==> src/logic/sdw_pkg.sv <==
/*
 * Constants for the standard diagnosis word: bit positions, state codes,
 * reset values and frame length checks.
 * Assumes a single logic clock and an active-low undervoltage reset.
 */
package sdw_pkg;

   localparam int unsigned STD_W       = 16;
   localparam int unsigned NUM_CH      = 2;
   localparam int unsigned FRAME_CNT_W = 8;

   // Bit positions in the standard diagnosis word.
   localparam int unsigned BIT_ANSWER_KIND = 15;
   localparam int unsigned BIT_SOFT_RST    = 14;
   localparam int unsigned BIT_SUPPLY_UV   = 13;
   localparam int unsigned BIT_STATE_HI    = 12;
   localparam int unsigned BIT_STATE_LO    = 11;
   localparam int unsigned BIT_FRAME_ERR   = 10;
   localparam int unsigned BIT_MON_DONE    = 9;
   localparam int unsigned BIT_UNUSED      = 8;
   localparam int unsigned BIT_CAL_DONE    = 7;
   localparam int unsigned BIT_BOOT_CH2    = 6;
   localparam int unsigned BIT_BOOT_CH1    = 5;
   localparam int unsigned BIT_DRV_LOW     = 4;
   localparam int unsigned BIT_LOAD_B      = 3;
   localparam int unsigned BIT_LOAD_A      = 2;
   localparam int unsigned BIT_SHUTDOWN    = 1;
   localparam int unsigned BIT_WARN        = 0;

   // Operating state codes.
   localparam logic [1:0] STATE_RSVD   = 2'h0;
   localparam logic [1:0] STATE_LIMP   = 2'h1;
   localparam logic [1:0] STATE_ACTIVE = 2'h2;
   localparam logic [1:0] STATE_IDLE   = 2'h3;

   localparam logic        ANSWER_KIND_DIAG = 1'h0;
   localparam logic        UNUSED_VALUE     = 1'h0;
   localparam logic [15:0] STD_NOMINAL      = 16'h1000;

   // Reset values; the supply flag reports the undervoltage reset itself.
   localparam logic        SUPPLY_UV_RESET  = 1'h1;
   localparam logic        LATCH_RESET      = 1'h0;
   localparam logic        SEL_CH1          = 1'h0;
   localparam logic        SEL_CH2          = 1'h1;
   localparam logic [15:0] STD_RESET        = 16'h0000;

   // Frame length check: whole bytes, at least this many clock pulses.
   localparam logic [FRAME_CNT_W-1:0] FRAME_MIN_BITS = 8'h10;
   localparam logic [2:0]             BYTE_REM_ZERO  = 3'h0;

endpackage : sdw_pkg

==> src/logic/sdw_frame_check.sv <==
/*
 * Frame length checker: flags a transfer whose clock pulse count is not
 * whole bytes or is shorter than the minimum frame.
 * Assumes frame_end_i is a one-cycle pulse with the count valid beside it.
 */
`timescale 1ns/1ps
module sdw_frame_check (
   // Clock and reset.
   input  wire logic                            clk_sys_i,
   input  wire logic                            rst_n_i,
   // Frame end and pulse count.
   input  wire logic                            frame_end_i,
   input  wire logic [sdw_pkg::FRAME_CNT_W-1:0] frame_bits_i,
   // One-cycle error pulse.
   output logic                                 frame_error_o
);
   import sdw_pkg::*;

   wire logic not_bytes;
   wire logic too_short;
   wire logic bad_frame;
   logic      err_reg;

   assign not_bytes = (frame_bits_i[$bits(BYTE_REM_ZERO)-1:0] != BYTE_REM_ZERO);
   assign too_short = (frame_bits_i < FRAME_MIN_BITS);
   assign bad_frame = frame_end_i & (not_bytes | too_short);

   always_ff @(posedge clk_sys_i or negedge rst_n_i) begin
      if (!rst_n_i) begin
         err_reg <= LATCH_RESET;
      end else begin
         err_reg <= bad_frame;
      end
   end

   assign frame_error_o = err_reg;

endmodule : sdw_frame_check

==> src/logic/sdw_std_diag.sv <==
/*
 * Standard diagnosis word assembly: latched events cleared on readout,
 * thermal and overvoltage latches cleared by the clear-latches command,
 * live state flags, mirrors of calibration and monitor completion, and
 * per-channel fault summaries. Index 0 of channel vectors is channel 1.
 * Assumes event inputs are synchronous to clk_sys_i and read_std_i pulses
 * in the cycle the word is taken for shifting out.
 */
`timescale 1ns/1ps
module sdw_std_diag (
   // Clock and reset.
   input  wire logic                            clk_sys_i,
   input  wire logic                            rst_n_i,
   // Readout and commands.
   input  wire logic                            read_std_i,
   input  wire logic                            clear_latches_i,
   input  wire logic                            soft_reset_i,
   // Frame check.
   input  wire logic                            frame_end_i,
   input  wire logic [sdw_pkg::FRAME_CNT_W-1:0] frame_bits_i,
   // Supply and thermal events.
   input  wire logic                            supply_undervolt_i,
   input  wire logic                            driver_supply_low_i,
   input  wire logic                            thermal_shutdown_i,
   input  wire logic                            thermal_warning_i,
   // Operating state.
   input  wire logic                            limp_home_i,
   input  wire logic                            idle_i,
   // Per-channel flags.
   input  wire logic [sdw_pkg::NUM_CH-1:0]      boot_cap_low_i,
   input  wire logic [sdw_pkg::NUM_CH-1:0]      led_short_i,
   input  wire logic [sdw_pkg::NUM_CH-1:0]      open_load_i,
   input  wire logic [sdw_pkg::NUM_CH-1:0]      output_overvolt_i,
   input  wire logic [sdw_pkg::NUM_CH-1:0]      monitor_start_i,
   input  wire logic [sdw_pkg::NUM_CH-1:0]      monitor_done_i,
   input  wire logic [sdw_pkg::NUM_CH-1:0]      calib_start_i,
   input  wire logic [sdw_pkg::NUM_CH-1:0]      calib_done_i,
   // Word and switching control.
   output logic [sdw_pkg::STD_W-1:0]            standard_diagnosis_o,
   output logic [sdw_pkg::NUM_CH-1:0]           switch_halt_o
);
   import sdw_pkg::*;

   logic                soft_reset_seen_reg;
   logic                supply_undervolt_seen_reg;
   logic                frame_error_reg;
   logic                driver_supply_low_reg;
   logic                thermal_shutdown_reg;
   logic [NUM_CH-1:0]   boot_cap_low_reg;
   logic [NUM_CH-1:0]   output_overvolt_reg;
   logic [NUM_CH-1:0]   switch_halt_reg;
   logic                mon_sel_reg;
   logic                cal_sel_reg;
   logic [STD_W-1:0]    std_reg;

   wire logic              soft_reset_seen_next;
   wire logic              supply_undervolt_seen_next;
   wire logic              frame_error_next;
   wire logic              driver_supply_low_next;
   wire logic              thermal_shutdown_next;
   wire logic [NUM_CH-1:0] boot_cap_low_next;
   wire logic [NUM_CH-1:0] output_overvolt_next;
   wire logic [NUM_CH-1:0] switch_halt_next;
   wire logic [NUM_CH-1:0] load_fault;
   wire logic              mon_sel_next;
   wire logic              cal_sel_next;
   wire logic [1:0]        state_code;
   wire logic [STD_W-1:0]  std_next;
   wire logic              frame_error_pulse;

   sdw_frame_check u_frame_check (
      .clk_sys_i     (clk_sys_i),
      .rst_n_i       (rst_n_i),
      .frame_end_i   (frame_end_i),
      .frame_bits_i  (frame_bits_i),
      .frame_error_o (frame_error_pulse)
   );

   // Readout clears, and the clear-latches command clears thermal shutdown; a new event in the same cycle wins.
   assign soft_reset_seen_next = soft_reset_i |
                                 (soft_reset_seen_reg & ~read_std_i);
   assign supply_undervolt_seen_next = supply_undervolt_i |
                                       (supply_undervolt_seen_reg & ~read_std_i);
   assign frame_error_next = frame_error_pulse |
                             (frame_error_reg & ~read_std_i);
   assign driver_supply_low_next = driver_supply_low_i |
                                   (driver_supply_low_reg & ~read_std_i);
   assign thermal_shutdown_next = thermal_shutdown_i |
                                  (thermal_shutdown_reg & ~clear_latches_i);

   // Mirror source follows the last start command; channel 2 wins a tie.
   assign mon_sel_next = monitor_start_i[1] ? SEL_CH2 :
                         monitor_start_i[0] ? SEL_CH1 : mon_sel_reg;
   assign cal_sel_next = calib_start_i[1] ? SEL_CH2 :
                         calib_start_i[0] ? SEL_CH1 : cal_sel_reg;

   // Limp home overrides idle; otherwise the device is active.
   assign state_code = limp_home_i ? STATE_LIMP :
                       idle_i      ? STATE_IDLE : STATE_ACTIVE;

   genvar ch;
   generate
      for (ch = 0; ch < NUM_CH; ch++) begin : g_ch
         assign boot_cap_low_next[ch] = boot_cap_low_i[ch] |
                                        (boot_cap_low_reg[ch] & ~read_std_i);
         assign output_overvolt_next[ch] = output_overvolt_i[ch] |
                                           (output_overvolt_reg[ch] & ~clear_latches_i);
         assign switch_halt_next[ch] = output_overvolt_next[ch] |
                                       thermal_shutdown_next;
         assign load_fault[ch] = led_short_i[ch] | open_load_i[ch] |
                                 output_overvolt_next[ch];
      end
   endgenerate

   // Nominal fault-free active readout equals STD_NOMINAL.
   assign std_next[BIT_ANSWER_KIND] = ANSWER_KIND_DIAG;
   assign std_next[BIT_SOFT_RST]    = soft_reset_seen_next;
   assign std_next[BIT_SUPPLY_UV]   = supply_undervolt_seen_next;
   assign std_next[BIT_STATE_HI:BIT_STATE_LO] = state_code;
   assign std_next[BIT_FRAME_ERR]   = frame_error_next;
   assign std_next[BIT_MON_DONE]    = monitor_done_i[mon_sel_next];
   assign std_next[BIT_UNUSED]      = UNUSED_VALUE;
   assign std_next[BIT_CAL_DONE]    = calib_done_i[cal_sel_next];
   assign std_next[BIT_BOOT_CH2]    = boot_cap_low_next[1];
   assign std_next[BIT_BOOT_CH1]    = boot_cap_low_next[0];
   assign std_next[BIT_DRV_LOW]     = driver_supply_low_next;
   assign std_next[BIT_LOAD_B]      = load_fault[1];
   assign std_next[BIT_LOAD_A]      = load_fault[0];
   assign std_next[BIT_SHUTDOWN]    = thermal_shutdown_next;
   assign std_next[BIT_WARN]        = thermal_warning_i;

   always_ff @(posedge clk_sys_i or negedge rst_n_i) begin
      if (!rst_n_i) begin
         soft_reset_seen_reg       <= LATCH_RESET;
         supply_undervolt_seen_reg <= SUPPLY_UV_RESET;
         frame_error_reg           <= LATCH_RESET;
         driver_supply_low_reg     <= LATCH_RESET;
         thermal_shutdown_reg      <= LATCH_RESET;
         boot_cap_low_reg          <= {NUM_CH{LATCH_RESET}};
         output_overvolt_reg       <= {NUM_CH{LATCH_RESET}};
         switch_halt_reg           <= {NUM_CH{LATCH_RESET}};
         mon_sel_reg               <= SEL_CH1;
         cal_sel_reg               <= SEL_CH1;
         std_reg                   <= STD_RESET;
      end else begin
         soft_reset_seen_reg       <= soft_reset_seen_next;
         supply_undervolt_seen_reg <= supply_undervolt_seen_next;
         frame_error_reg           <= frame_error_next;
         driver_supply_low_reg     <= driver_supply_low_next;
         thermal_shutdown_reg      <= thermal_shutdown_next;
         boot_cap_low_reg          <= boot_cap_low_next;
         output_overvolt_reg       <= output_overvolt_next;
         switch_halt_reg           <= switch_halt_next;
         mon_sel_reg               <= mon_sel_next;
         cal_sel_reg               <= cal_sel_next;
         std_reg                   <= std_next;
      end
   end

   assign standard_diagnosis_o = std_reg;
   assign switch_halt_o        = switch_halt_reg;

   a_soft_rst_sets: assert property (@(posedge clk_sys_i) disable iff (!rst_n_i)
      soft_reset_i |=> standard_diagnosis_o[BIT_SOFT_RST])
      else $error("Soft reset event not reported.");

   a_soft_rst_clear: assert property (@(posedge clk_sys_i) disable iff (!rst_n_i)
      read_std_i && !soft_reset_i |=> !standard_diagnosis_o[BIT_SOFT_RST])
      else $error("Soft reset flag not cleared by readout.");

   a_uv_read_clear: assert property (@(posedge clk_sys_i) disable iff (!rst_n_i)
      read_std_i && !supply_undervolt_i |=> !standard_diagnosis_o[BIT_SUPPLY_UV])
      else $error("Supply undervoltage flag not cleared by readout.");

   a_shutdown_holds: assert property (@(posedge clk_sys_i) disable iff (!rst_n_i)
      standard_diagnosis_o[BIT_SHUTDOWN] && !clear_latches_i
      |=> standard_diagnosis_o[BIT_SHUTDOWN])
      else $error("Thermal shutdown latch dropped without clear command.");

   a_clear_restarts: assert property (@(posedge clk_sys_i) disable iff (!rst_n_i)
      clear_latches_i && !thermal_shutdown_i && (output_overvolt_i == '0)
      |=> !standard_diagnosis_o[BIT_SHUTDOWN] && (switch_halt_o == '0))
      else $error("Clear command did not release latches and switching.");

   a_halt_on_ovv: assert property (@(posedge clk_sys_i) disable iff (!rst_n_i)
      output_overvolt_i[0] |=> switch_halt_o[0] && standard_diagnosis_o[BIT_LOAD_A])
      else $error("Channel 1 overvoltage did not halt switching.");

   a_state_limp: assert property (@(posedge clk_sys_i) disable iff (!rst_n_i)
      limp_home_i |=> standard_diagnosis_o[BIT_STATE_HI:BIT_STATE_LO] == STATE_LIMP)
      else $error("Limp home state code wrong.");

   a_warn_live: assert property (@(posedge clk_sys_i) disable iff (!rst_n_i)
      !thermal_warning_i |=> !standard_diagnosis_o[BIT_WARN])
      else $error("Thermal warning held after condition ended.");

   a_fixed_zeros: assert property (@(posedge clk_sys_i) disable iff (!rst_n_i)
      !standard_diagnosis_o[BIT_ANSWER_KIND] && !standard_diagnosis_o[BIT_UNUSED])
      else $error("Fixed zero bits of diagnosis word set.");

   a_frame_err: assert property (@(posedge clk_sys_i) disable iff (!rst_n_i)
      frame_end_i && (frame_bits_i < FRAME_MIN_BITS) |-> ##2 standard_diagnosis_o[BIT_FRAME_ERR])
      else $error("Short frame not reported as error.");

   a_load_b_short: assert property (@(posedge clk_sys_i) disable iff (!rst_n_i)
      led_short_i[1] |=> standard_diagnosis_o[BIT_LOAD_B])
      else $error("Channel 2 fault summary missed a shorted LED.");

   a_mon_mirror: assert property (@(posedge clk_sys_i) disable iff (!rst_n_i)
      monitor_start_i == 2'h2 ##1 monitor_start_i == 2'h0
      |=> standard_diagnosis_o[BIT_MON_DONE] == $past(monitor_done_i[1]))
      else $error("Monitor done not mirrored from channel 2.");

   a_nominal_word: assert property (@(posedge clk_sys_i) disable iff (!rst_n_i)
      read_std_i && !limp_home_i && !idle_i && !thermal_warning_i && !frame_error_pulse &&
      !soft_reset_i && !supply_undervolt_i && !driver_supply_low_i && !thermal_shutdown_i &&
      !thermal_shutdown_reg && (output_overvolt_reg == '0) && (output_overvolt_i == '0) &&
      ((boot_cap_low_i | led_short_i | open_load_i | monitor_done_i | calib_done_i) == '0)
      |=> standard_diagnosis_o == STD_NOMINAL)
      else $error("Fault-free active word not nominal.");

endmodule : sdw_std_diag

==> config.mk <==
export PLATFORM = sky130hd
export DESIGN_NAME = sdw_std_diag
export DESIGN_NICKNAME = d
export VERILOG_FILES = /design/src/logic/sdw_pkg.sv /design/src/logic/sdw_frame_check.sv /design/src/logic/sdw_std_diag.sv
export SDC_FILE = /design/constraint.sdc
export NUM_CORES = 1
export LEC_CHECK = 0
export BUFFER_PORTS_ARGS = -buffer_cell sky130_fd_sc_hd__buf_2
export CAP_MARGIN = 10
export CORE_MARGIN = 2
export CORE_UTILIZATION = 39
export CTS_CLUSTER_SIZE = 24
export DETAILED_ROUTE_END_ITERATION = 16
export PLACE_DENSITY = 0.76
export SETUP_SLACK_MARGIN = 0.2
export SYNTH_ARGS = -nofsm -noshare
export SYNTH_HDL_FRONTEND = slang
export SYNTH_SLANG_ARGS = --single-unit
==> constraint.sdc <==
create_clock -name clk_sys_i -period 1.6 [get_ports clk_sys_i]
set_clock_uncertainty 0.2 [all_clocks]
set_input_delay 0.08 -clock clk_sys_i [delete_from_list [all_inputs] [get_ports clk_sys_i]]
set_output_delay 0.08 -clock clk_sys_i [all_outputs]
set_load 0.005 [all_outputs]
* Word-level counts from Yosys, hierarchy flattened
Index checks and enable logic that the tools add are counted.
** Word-level totals
- Register bits :: 28
- Input port bits :: 36
- Output and inout bits :: 18
** Cells by class
- Magnitude comparators :: 3
- Muxes and demuxes :: 10
- Bitwise gates (word level) :: 28
- Reductions and logical operators :: 1
** Operators by type and width (count)
- 1-bit OR :: 16
- 1-bit bitwise AND :: 10
- 1-bit 2-to-1 mux :: 9
- 8-bit by 5-bit less-than comparator with 1-bit output (second input constant) :: 1
- 1-bit by 2-bit less-than comparator with 1-bit output (second input constant) :: 2
- 3-bit nonzero test :: 1
- 2-bit 2-to-1 mux :: 1
- 1-bit NOT :: 2

* Longest topological paths before layout
Gate-level depths: netlist (run 1).
- Word-level depth :: 4
- Depth in mapped cells :: 3
- Depth with buffers taken out :: 3

* Hierarchy
A second synthesis (run 1) with hierarchy kept.
** Second synthesis, totals
- Cell total of the unflattened synthesis :: 58
- Area total of the unflattened synthesis :: 793.3 um^2
** By module, submodules not included
- sdw_std_diag :: instances 1, cells an instance 55, area each 744.5 um^2, seq. area each 526.8 um^2
- sdw_frame_check :: instances 1, cells an instance 3, area each 48.8 um^2, seq. area each 25.0 um^2

* Least setup slack after synthesis (run 1)
No wires, ideal clock.
- Path kind :: reg-to-reg
- Start point :: reg cal_sel_reg
- End point :: reg std_reg[7], in the netlist standard_diagnosis_o[7]
- Setup time :: 0.125 ns
- Data arrival time :: 0.786 ns
- Data required time :: 1.275 ns
- Setup slack :: 0.489 ns
- Stages on the path, launching flop included :: 3
- Clock period less this slack :: 1.111 ns
- Path through :: dfrtp_1 -> a21o_1 -> mux2_4
** On the way
- Longest elaborated chain between the ends :: 4
** RTL lines
- start, declared :: RTL line sdw_std_diag.sv:53 : logic cal_sel_reg;
- start signal, assigned :: RTL line sdw_std_diag.sv:155 : cal_sel_reg <= cal_sel_next;
- 1-bit 2-to-1 mux :: RTL line sdw_std_diag.sv:95 : calib_start_i[0] ? SEL_CH1 : cal_sel_reg;
- 1-bit 2-to-1 mux :: RTL line sdw_std_diag.sv:94 : assign cal_sel_next = calib_start_i[1] ? SEL_CH2 :
- net cal_sel_next :: RTL line sdw_std_diag.sv:66 : wire logic cal_sel_next;
- 1-bit 2-to-1 mux (not written as such) (2 in a row) :: RTL line sdw_std_diag.sv:123 : assign std_next[BIT_CAL_DONE] = calib_done_i[cal_sel_next];
- net std_next[7] :: RTL line sdw_std_diag.sv:68 : wire logic [STD_W-1:0] std_next;
- end signal, assigned :: RTL line sdw_std_diag.sv:156 : std_reg <= std_next;
- end, declared :: RTL line sdw_std_diag.sv:54 : logic [STD_W-1:0] std_reg;
The timed path passes the listed nets, and every way through them passes these cells. The select of a mux whose other input is x is not followed.

* Worst setup path in the final report (run 1)
- Start point :: in calib_start_i[0] (netlist bit)
- End point :: reg std_reg[7], in the netlist standard_diagnosis_o[7]
** On the way
- Longest elaborated chain between the ends :: 4
** RTL lines
- start, declared :: RTL line sdw_std_diag.sv:36 : input wire logic [sdw_pkg::NUM_CH-1:0] calib_start_i,
- 1-bit 2-to-1 mux :: RTL line sdw_std_diag.sv:95
- 1-bit 2-to-1 mux :: RTL line sdw_std_diag.sv:94
- net cal_sel_next :: RTL line sdw_std_diag.sv:66
- 1-bit 2-to-1 mux (not written as such) (2 in a row) :: RTL line sdw_std_diag.sv:123
- net std_next[7] :: RTL line sdw_std_diag.sv:68
The timed path passes the listed nets, and every way through them passes these cells. The select of a mux whose other input is x is not followed.

==> results of run 1 <==
==> cells in the final DEF, fill, tap and decap left out <==
master / synthesis / layout
mux2_4: 2 / 2
clkbuf_4: 0 / 3
nand2_1: 4 / 4
buf_2: 0 / 50
nor2_1: 2 / 2
dfrtp_1: 21 / 21
inv_1: 8 / 8
dlygate4sd3_1: 0 / 30
a21o_1: 8 / 8
conb_1: 1 / 2
nor4_1: 1 / 1
or2_2: 1 / 1
clkbuf_8: 0 / 1
o41a_1: 1 / 1
dfstp_2: 1 / 1
a21oi_1: 3 / 3
==> worst max path at each step <==
stage / cells past startpoint / startpoint / slack, ps / endpoint
after floorplan: 2 / cal_sel_reg / 490 / standard_diagnosis_o[7]
after global placement: 2 / mon_sel_reg / 480 / standard_diagnosis_o[9]
after detailed placement: 2 / cal_sel_reg / 450 / standard_diagnosis_o[7]
after CTS: 4 / frame_end_i / 220 / u_frame_check.frame_error_o
after global routing: 5 / calib_start_i[0] / 340 / standard_diagnosis_o[7]
final: 5 / calib_start_i[0] / 380 / standard_diagnosis_o[7]
==> per-layer routing <==
metal / GRT usage [%] / up-vias / part of all wire [%]
met2: 31.5 / 38 / 57
met5: 0 / - / 0
met1: 17.0 / 314 / 34
met4: 11.4 / 0 / 1.6
li1: - / 336 / -
met3: 2.45 / 2 / 7.5
==> layout make-up <==
| type | instances | area, um2 | share of cell area (%) |
|---|---|---|---|
| flip-flops and latches | 22 | 552 | 40.5 |
| repair buffers | 80 | 551 | 40.4 |
| multi-input cells | 24 | 159 | 11.7 |
| clock buffers | 4 | 36.3 | 2.67 |
| well taps | 27 | 33.8 | 2.48 |
| inverters | 8 | 30.0 | 2.21 |
==> report_power, final <==
| part | leakage [nW] | internal [mW] | switching [mW] |
|---|---|---|---|
| registers | 0.236 | 0.591 | 0.0113 |
| logic | 0.435 | 0.115 | 0.0617 |
| clock network | 0.0210 | 0.139 | 0.156 |
==> repair_timing <==
action | in CTS | in global routing
endpoints found under the hold margin | 44 | 1
setup endpoints to repair | 0 | 1
hold buffers | 28 | 3
==> synthesized netlist by cell type, types with 2 or more instances <==
library cell	number	share of area [%]
dfrtp_1	21	67
a21o_1	8	7.7
inv_1	8	3.8
buf_4	6	5.8
nand2_1	4	1.9
a21oi_1	3	1.9
mux2_4	2	3.8
nor2_1	2	0.96
==> worst register-to-register path, cell delays in order (launching register included) <==
cell,delay [ps]
dfrtp_1,380
a21o_1,180
mux2_4,300
==> kinds of logic (layout without fill, tap and decap cells) <==
logic type	count (synthesis)	in the layout	synth area share, %
flops	22	22	70.6
mux	2	2	3.84
other cells	1	2	0.480
simple gates	8	8	4.48
compound gates	12	12	11.0
buf+inv	14	92	9.60
==> per-stage QoR <==
step	util (%)	cells	worst slack, ps	hold WS (ps)
after floorplan	-	60	489	-416
after global placement	53.3	131	479	-145
after detailed placement	53.3	131	455	-137
after CTS	69.8	163	219	56.7
after global routing	70.8	165	335	18.1
final	70.8	165	379	34.7
==> impl_results.md, run 1 <==
* Status: finished clean
* Clock Pin Slew Worst Setup and Hold Paths at 120 ps
* Post-route cell area at around 0.0014 mm2
* # rows at 16
* Final wirelength at ~1.7 mm
* Clock latency on the worst-skew pair at 300 ps
* # IOs at 54
* Buffers on Ports at 50
* Pre-Repair DR Iteration Count at 4
* N_diodes at 0
* Largest net degree at the start of global routing at 23
* First-pass GRT wire length at 2.96 mm
* Die area at 0.00238 mm2
* Final hold vios at 0
* Yosys reg bits at 22
* Dpl cell area at about 0.0010 mm2
* Avg Cell Area, Syn at 13.3 um2
* Max incr delay on CP at between 500 and 600 ps
* Root buf cell: clkbuf_4
* CP Buf/Inv Count at 3
* Post-synth EDFFs at 0
* Post-synthesis sequential area ratio at 70.6%
* CTS tree: done
* Die Ht at 48.8 um
* Layout cells sized above 1 at 42.0%
* Core ar. at 0.00192 mm2
* Hold path depth at 3
* Min-Delay Endpoint: u_frame_check.frame_error_o
* HP Start: frame_bits_i[4]
* Post-cts resize count at 0
* Worst Path Required at between 1500 and 2000 ps
* Antenna violations before repair at 0
* # clock sinks at 22
* Area growth from synthesis to layout at 74.1%
* Slowest CP cell: dlygate4sd3_1
* Syn Inst Count at 59
* Fillers at 151
* GRT overflow at 0
* Critical path fanouts, max at 2
* Yosys Warn Count at 0
* Final Setup Violations at 0
* Min cycle time layout at 1220 ps
* Worst vdd ir at around 0.44 mV
* Max clock buf depth at 2
* Layout Nets at between 150 and 200
* Crit path cell chain: dlygate4sd3_1, buf_2, inv_1, a21o_1, mux2_4
* Mapped Area at 782 um2
* Total track usage at 16.8%
* FF-to-FF path depth at 2
* RSZ-0062 raised after global routing: no
* Pwr Density at 788 mW/mm2
* Initial Utilization at 40.7%
* Top_reg_cell synth: dfrtp_1
* R2R Setup Slk at 450 ps
* Sum of negative setup slack at 0 ps
* Crit path launch type: input pin
* FF-to-FF Start: cal_sel_reg
* Fin. max-slew vios at 0
* Ys async rst share at 100%
* Critical path capture point type: flip-flop
* DRT iter0 DRCs at 3
* RePlAce Congestion at roughly 0.64
* Vias in the first global route at just over 700
* Postcts setup bufs at 0
* Netlist cell types at 13
* Fin crit share at 76.3%
* Max FFs per register at 13
* Highest clock rate at 819 MHz
* Drt via density at around 4.2
* Post-detailed-route count of antenna-violating nets at 0
* Placed wire-length estimate at roughly 1.2 mm
* Crit Path Class: input pin to flip-flop
* Worst Hold Class: input pin to flip-flop
* Number of remaining DRC errors at 0
* Number of max-cap violations at 0
* Vias after detailed routing at slightly below 700
* DR WL/cell at 10.4 um
* CTS Buf Count at 3
* H-tree levels at 1
* Reg2reg end: standard_diagnosis_o[7]
* Leakage at 0.691 nW
* Die W at 48.8 um
* Tot Pwr at roughly 1.1 mW
* Worst path top cell family by delay: buffers and inverters
* WP data arrival at 1220 ps
(Power assumes the default switching activity.)
==> run 2, diff against run 1 <==
ABC_AREA = 1   (was unset)
CORE_UTILIZATION = 36   (was 39)
PLACE_DENSITY = 0.73   (was 0.76)
clock period = 1.1 ns   (was 1.6 ns; I/O delays follow)
==> run 2 against run 1 <==
Against the previous run:
- the flow now finishes with violations (negative hold slack)
- first-iteration DRC count is 33% lower
- cell count up 11%
- combinational power increased by 63%
- count of clock-buffer cells in the layout fell by 1
- power increased by 66%
- critical endpoint is now standard_diagnosis_o[6]
- largest power group unchanged
==> impl_results.md, run 2 <==
* Area growth from synthesis to layout at 68.1%
* FF-to-FF path depth at 4
* Layout Cells excl Fill at 183
* Worst path top cell family by delay: flip-flops
* Min-Delay Endpoint: standard_diagnosis_o[11]
* Critical path capture point type: output port
* Root buf cell: clkbuf_4
* Post-synthesis sequential area ratio at 65.7%
* Fin Hold WS at -278 ps
* Dpl cells at around 150
* CTS tree: done
* Worst vdd ir at 0.730 mV
* Yosys top cell area share at 62.6%
* Yosys reg bits at 22
* Layout Nets at 192
* Final wirelength at 2.20 mm
* Number of remaining DRC errors at 0
* Largest net degree at the start of global routing at 23
* Fillers at ~180
* Clock Pin Slew Worst Setup and Hold Paths at 130 ps
* Highest clock rate at 911 MHz
* WP data arrival at 840 ps
* Top_reg_cell synth: dfrtp_1
* Hold path depth at 2
* Failing checks: negative hold slack
* Fin crit share at 99.8%
* Yosys Warn Count at 0
* Die area at 0.00273 mm2
* DRT iter0 DRCs at 2
* Worst Hold Class: input pin to flip-flop
* Most frequent cell after synthesis: dfrtp_1
* Ys async rst share at 100%
* N_diodes at 0
* Post-layout util at 63.8%
* Clock latency on the worst-skew pair at 310 ps
* Antenna violations before repair at 0
* Max incr delay on CP at 410 ps
* Crit Path Class: flip-flop to output port
* Die Ht at 52.3 um
* Ranking of synthesized cells by area: dfrtp_1, inv_1, nand2_1, buf_4, o21bai_1
* Post-detailed-route count of antenna-violating nets at 0
* Tot Pwr at 1.78 mW
* R2R Setup Slk at 30 ps
* Fin. max-slew vios at 0
* CTS Buf Count at 3
* Sum of negative setup slack at 0 ps
* Number of max-cap violations at 0
* Layout cells sized above 1 at 46.5%
* First-pass GRT wire length at 3.40 mm
* CP Buf/Inv Count at 1
* Vias after detailed routing at around 770
* Top post-synthesis cells by count: dfrtp_1, inv_1, nand2_1
* Max FFs per register at 13
* # clock sinks at 22
* Leakage at 0.745 nW
* Final Setup Violations at 0
* Avg Cell Area, Syn at 10.6 um2
* H-tree levels at 1
* Crit path cell chain: buf_2
* Vias in the first global route at 790
* Initial Utilization at 38.0%
* Biggest area consumer among synthesized cells: dfrtp_1
* Pwr Density at 1260 mW/mm2
* HP Start: idle_i
* Buffers on Ports at 50
* Netlist cell types at 14
* Commonest cells after routing, fill and taps aside: buf_2, dfrtp_1, dlygate4sd3_1
* Drt via density at 4.23
* Final hold vios at 13
* Placed wire-length estimate at about 1.2 mm
* Worst Path Required at 840 ps
* DR WL/cell at 12.0 um
* Critical path fanouts, max at 2
* Max clock buf depth at 2
* RSZ-0062 raised after global routing: yes
* Status: finished with violations
* Mapped Area at 840 um2
* Pre-Repair DR Iteration Count at 2
* # IOs at 54
* Min cycle time layout at approximately 1100 ps
* Core ar. at 0.00221 mm2
* GRT overflow at 0
* Most common cell after layout, fill and taps aside: buf_2
* Slowest CP cell: dfrtp_1
* Crit path launch type: flip-flop
* Syn Inst Count at 79
* FF-to-FF Start: standard_diagnosis_o[6]
* Post-synth EDFFs at 0
* Reg2reg end: standard_diagnosis_o[6]
* Die W at between 50 and 60 um
* RePlAce Congestion at a little over 0.6
* # rows at 17
* Total track usage at between 10% and 20%
==> run 2: cell types whose count changed after synthesis, moves of 2 or more <==
cell,before,now
a21oi_1,3,1
nor2_1,2,5
o21bai_1,0,6
mux2_4,2,0
a21o_1,8,0
inv_1,8,17
nand3_1,0,2
a21oi_2,0,2
nand2_1,4,14
==> run 2: how the worst max path moves through the flow <==
stage | startpoint | to | slack (ps) | cells past startpoint
final | standard_diagnosis_o[6] | standard_diagnosis_o[6] | 2 | 1
after global routing | standard_diagnosis_o[6] | standard_diagnosis_o[6] | -50 | 1
after CTS | standard_diagnosis_o[10] | standard_diagnosis_o[10] | 10 | 1
after detailed placement | supply_undervolt_seen_reg | standard_diagnosis_o[13] | 140 | 2
after global placement | supply_undervolt_seen_reg | standard_diagnosis_o[13] | 150 | 2
after floorplan | supply_undervolt_seen_reg | standard_diagnosis_o[13] | 160 | 2
==> run 2: area by class of cell <==
| type | instances | area (um2) | area share (%) |
|---|---|---|---|
| sequential | 22 | 552 | 39.1 |
| clock inverter | 1 | 30.0 | 2.13 |
| timing repair buffer | 77 | 513 | 36.3 |
| inverter | 18 | 67.6 | 4.79 |
| clock buffer | 3 | 22.5 | 1.60 |
| tap | 28 | 35.0 | 2.48 |
| multi-input combinational | 34 | 191 | 13.6 |
==> run 2: cells by family after synthesis <==
| logic type | synth area share [%] |
|---|---|
| buffers and inverters | 13.4 |
| flip-flops | 65.7 |
| AND/OR/NAND/NOR | 10.4 |
| AO/OA/AOI/OAI | 9.99 |
| other | 0.447 |
==> run 2: per-layer routing <==
metal | routed length, um | up-vias | track usage (%)
met5 | 0 | - | 0
met4 | 17 | 0 | 7.69
met3 | 89 | 2 | 2.00
met2 | 1350 | 32 | 36.0
met1 | 746 | 365 | 17.8
li1 | - | 375 | -
==> run 2: through the flow <==
| step | worst slack [ps] | area (um2) |
|---|---|---|
| 4_1_cts | 11.2 | 1370 |
| 5_1_grt | -48.7 | 1410 |
| 6_report | 1.99 | 1410 |
| 2_1_floorplan | 165 | 843 |
| 3_3_place_gp | 151 | 1080 |
| 3_5_place_dp | 136 | 1080 |
==> run 2: repair_timing <==
item / 4_1_cts / 5_1_grt
gates resized for setup: 1 / 8
setup endpoints to repair: 27 / 31
pin swaps: 3 / 3
setup buffers: 4 / 2
hold buffers: 20 / 2
endpoints found under the hold margin: 44 / 14
==> run 2: power by group <==
| part | switching (mW) | internal, mW | leakage [nW] |
|---|---|---|---|
| combinational | 0.119 | 0.168 | 0.481 |
| clock | 0.243 | 0.368 | 0.0279 |
| sequential | 0.0201 | 0.861 | 0.236 |
==> run 3, diff against run 2 <==
BUFFER_PORTS_ARGS = unset   (was -buffer_cell sky130_fd_sc_hd__buf_2)
CORE_UTILIZATION = 40   (was 36)
DONT_BUFFER_PORTS = 1   (was unset)
PLACE_DENSITY = unset   (was 0.73)
PLACE_DENSITY_LB_ADDON = 0.12   (was unset)
==> run 3 against run 2 <==
Against the previous run:
- the flow still finishes with violations (negative hold slack)
- critical path depth rose by 1
- critical path type is now flip-flop to flip-flop
- first-iteration DRC count down 100%
- cell count is 24% lower
- setup slack improved by 100 ps
- worst hold slack improved by 54 ps
- clock power shrank 1%
- power down 4.8%
- utilization down 0.15 points
- combinational power shrank 31%
- register-to-register slack better by 70 ps
- final area down 12%
==> impl_results.md, run 3 (synthesized netlist as in run 2, its figures left out) <==
* Status: finished with violations
* Failing checks: negative hold slack
* Vias in the first global route at 673
* Largest net degree at the start of global routing at 23
* Min cycle time layout at 997 ps
* Worst Path Required at about 1100 ps
* Most common cell after layout, fill and taps aside: dlygate4sd3_1
* Final hold vios at 28
* Post-detailed-route count of antenna-violating nets at 0
* Buffers on Ports at 0
* Number of max-cap violations at 0
* Initial Utilization at between 40% and 50%
* Placed wire-length estimate at 968 um
* Antenna violations before repair at 0
* Fin crit share at 90.6%
* CTS Buf Count at 3
* Area growth from synthesis to layout at 48.7%
* # clock sinks at 22
* DR WL/cell at 12.5 um
* Layout cells sized above 1 at 13.4%
* DRT iter0 DRCs at 0
* H-tree levels at 1
* Final wirelength at about 1.7 mm
* Final Setup Violations at 0
* RePlAce Congestion at 0.594
* Dpl cell area at between 800 and 900 um2
* Clock latency on the worst-skew pair at 300 ps
* Leakage at around 0.59 nW
* # IOs at 54
* RSZ-0062 raised after global routing: yes
* Total track usage at 15.4%
* Die area at 0.00248 mm2
* N_diodes at 0
* Crit path launch type: flip-flop
* Pre-Repair DR Iteration Count at 1
* Fin. max-slew vios at 0
* Sum of negative setup slack at 0 ps
* Commonest cells after routing, fill and taps aside: dlygate4sd3_1, dfrtp_1, inv_1
* Die W at 49.8 um
* Vias after detailed routing at 602
* Crit Path Class: flip-flop to flip-flop
* Core ar. at approximately 0.002 mm2
* Max FFs per register at 13
* Number of remaining DRC errors at 0
* # rows at 16
* Highest clock rate at 1000 MHz
* Layout Nets at about 150
* Drt via density at approximately 4.3
* GRT overflow at 0
* First-pass GRT wire length at between 2 and 3 mm
* Root buf cell: clkbuf_4
* CTS tree: done
* Worst vdd ir at between 0.7 and 0.8 mV
* WP data arrival at a little over 1000 ps
* Max clock buf depth at 2
* Critical path fanouts, max at 2
* Critical path capture point type: flip-flop
* Clock Pin Slew Worst Setup and Hold Paths at roughly 120 ps
* Die Ht at 49.8 um
* Worst Hold Class: input pin to flip-flop
* Pwr Density at 1350 mW/mm2
* Fin Hold WS at -224 ps
* Post-route cell area at 0.00125 mm2
* Post-layout util at between 60 and 70%
==> run 3: changes by cell type in the layout (fill, tap and decap cells not counted), moves of 4 or more <==
cell,change
buf_2,-50
dlygate4sd3_1,+12
buf_4,-4
inv_1,+4
inv_2,-4
==> run 3: worst paths after layout <==
| kind | start | end | slack (ps) | depth (start not counted) |
|---|---|---|---|---|
| hold / removal | clear_latches_i | output_overvolt_reg[0] | -220 | 3 |
| setup reg to reg | supply_undervolt_seen_reg | standard_diagnosis_o[13] | 100 | 2 |
| max in group asynchronous | rst_n_i | supply_undervolt_seen_reg | 510 | 2 |
| min in group asynchronous | rst_n_i | standard_diagnosis_o[6] | -30 | 2 |
| setup / recovery | supply_undervolt_seen_reg | standard_diagnosis_o[13] | 100 | 2 |
| hold reg to reg | u_frame_check.frame_error_o | standard_diagnosis_o[10] | 260 | 1 |
==> run 3: critical path, stage by stage (launching register included) <==
cell,delay [ps]
dfstp_2,540
inv_1,30
o21bai_1,150
==> run 3: area by class of cell <==
type / count / area (um2)
clock buffer: 3 / 22.5
clock inverter: 1 / 30.0
fill: 161 / 713
inverter: 18 / 67.6
multi-input combinational: 34 / 193
sequential: 22 / 552
tap: 27 / 33.8
timing repair buffer: 34 / 350
==> run 3: power breakdown <==
group	leakage [nW]	total (mW)	switching, mW	internal, mW
combinational	0.329	0.199	0.0808	0.118
sequential	0.236	0.891	0.0300	0.861
clock	0.0279	0.602	0.234	0.368
total	0.593	1.69	0.345	1.35
==> run 3: repair_timing <==
item | 4_1_cts | 5_1_grt
pin swaps | 4 | 10
hold buffers | 32 | 2
setup buffers | 0 | 0
setup endpoints to repair | 26 | 30
hold endpoints to repair | 44 | 29
resized for setup | 0 | 5
==> run 3: metrics by stage <==
| step | total power [mW] | instances | worst slack, ps |
|---|---|---|---|
| 2_1_floorplan | 0.979 | 80 | 165 |
| 4_1_cts | 1.68 | 137 | 94.2 |
| 6_report | 1.69 | 139 | 103 |
| 3_3_place_gp | 0.971 | 101 | 139 |
| 5_1_grt | 1.78 | 139 | 62.7 |
| 3_5_place_dp | 0.977 | 101 | 120 |
==> run 3: routing by layer <==
layer / track usage [%] / share of wire, % / vias to the layer above
met2: 29.8 / 58 / 31
met3: 3.94 / 8.0 / 0
li1: - / - / 292
met5: 0 / 0 / -
met1: 15.7 / 34 / 279
met4: 5.56 / 0 / 0
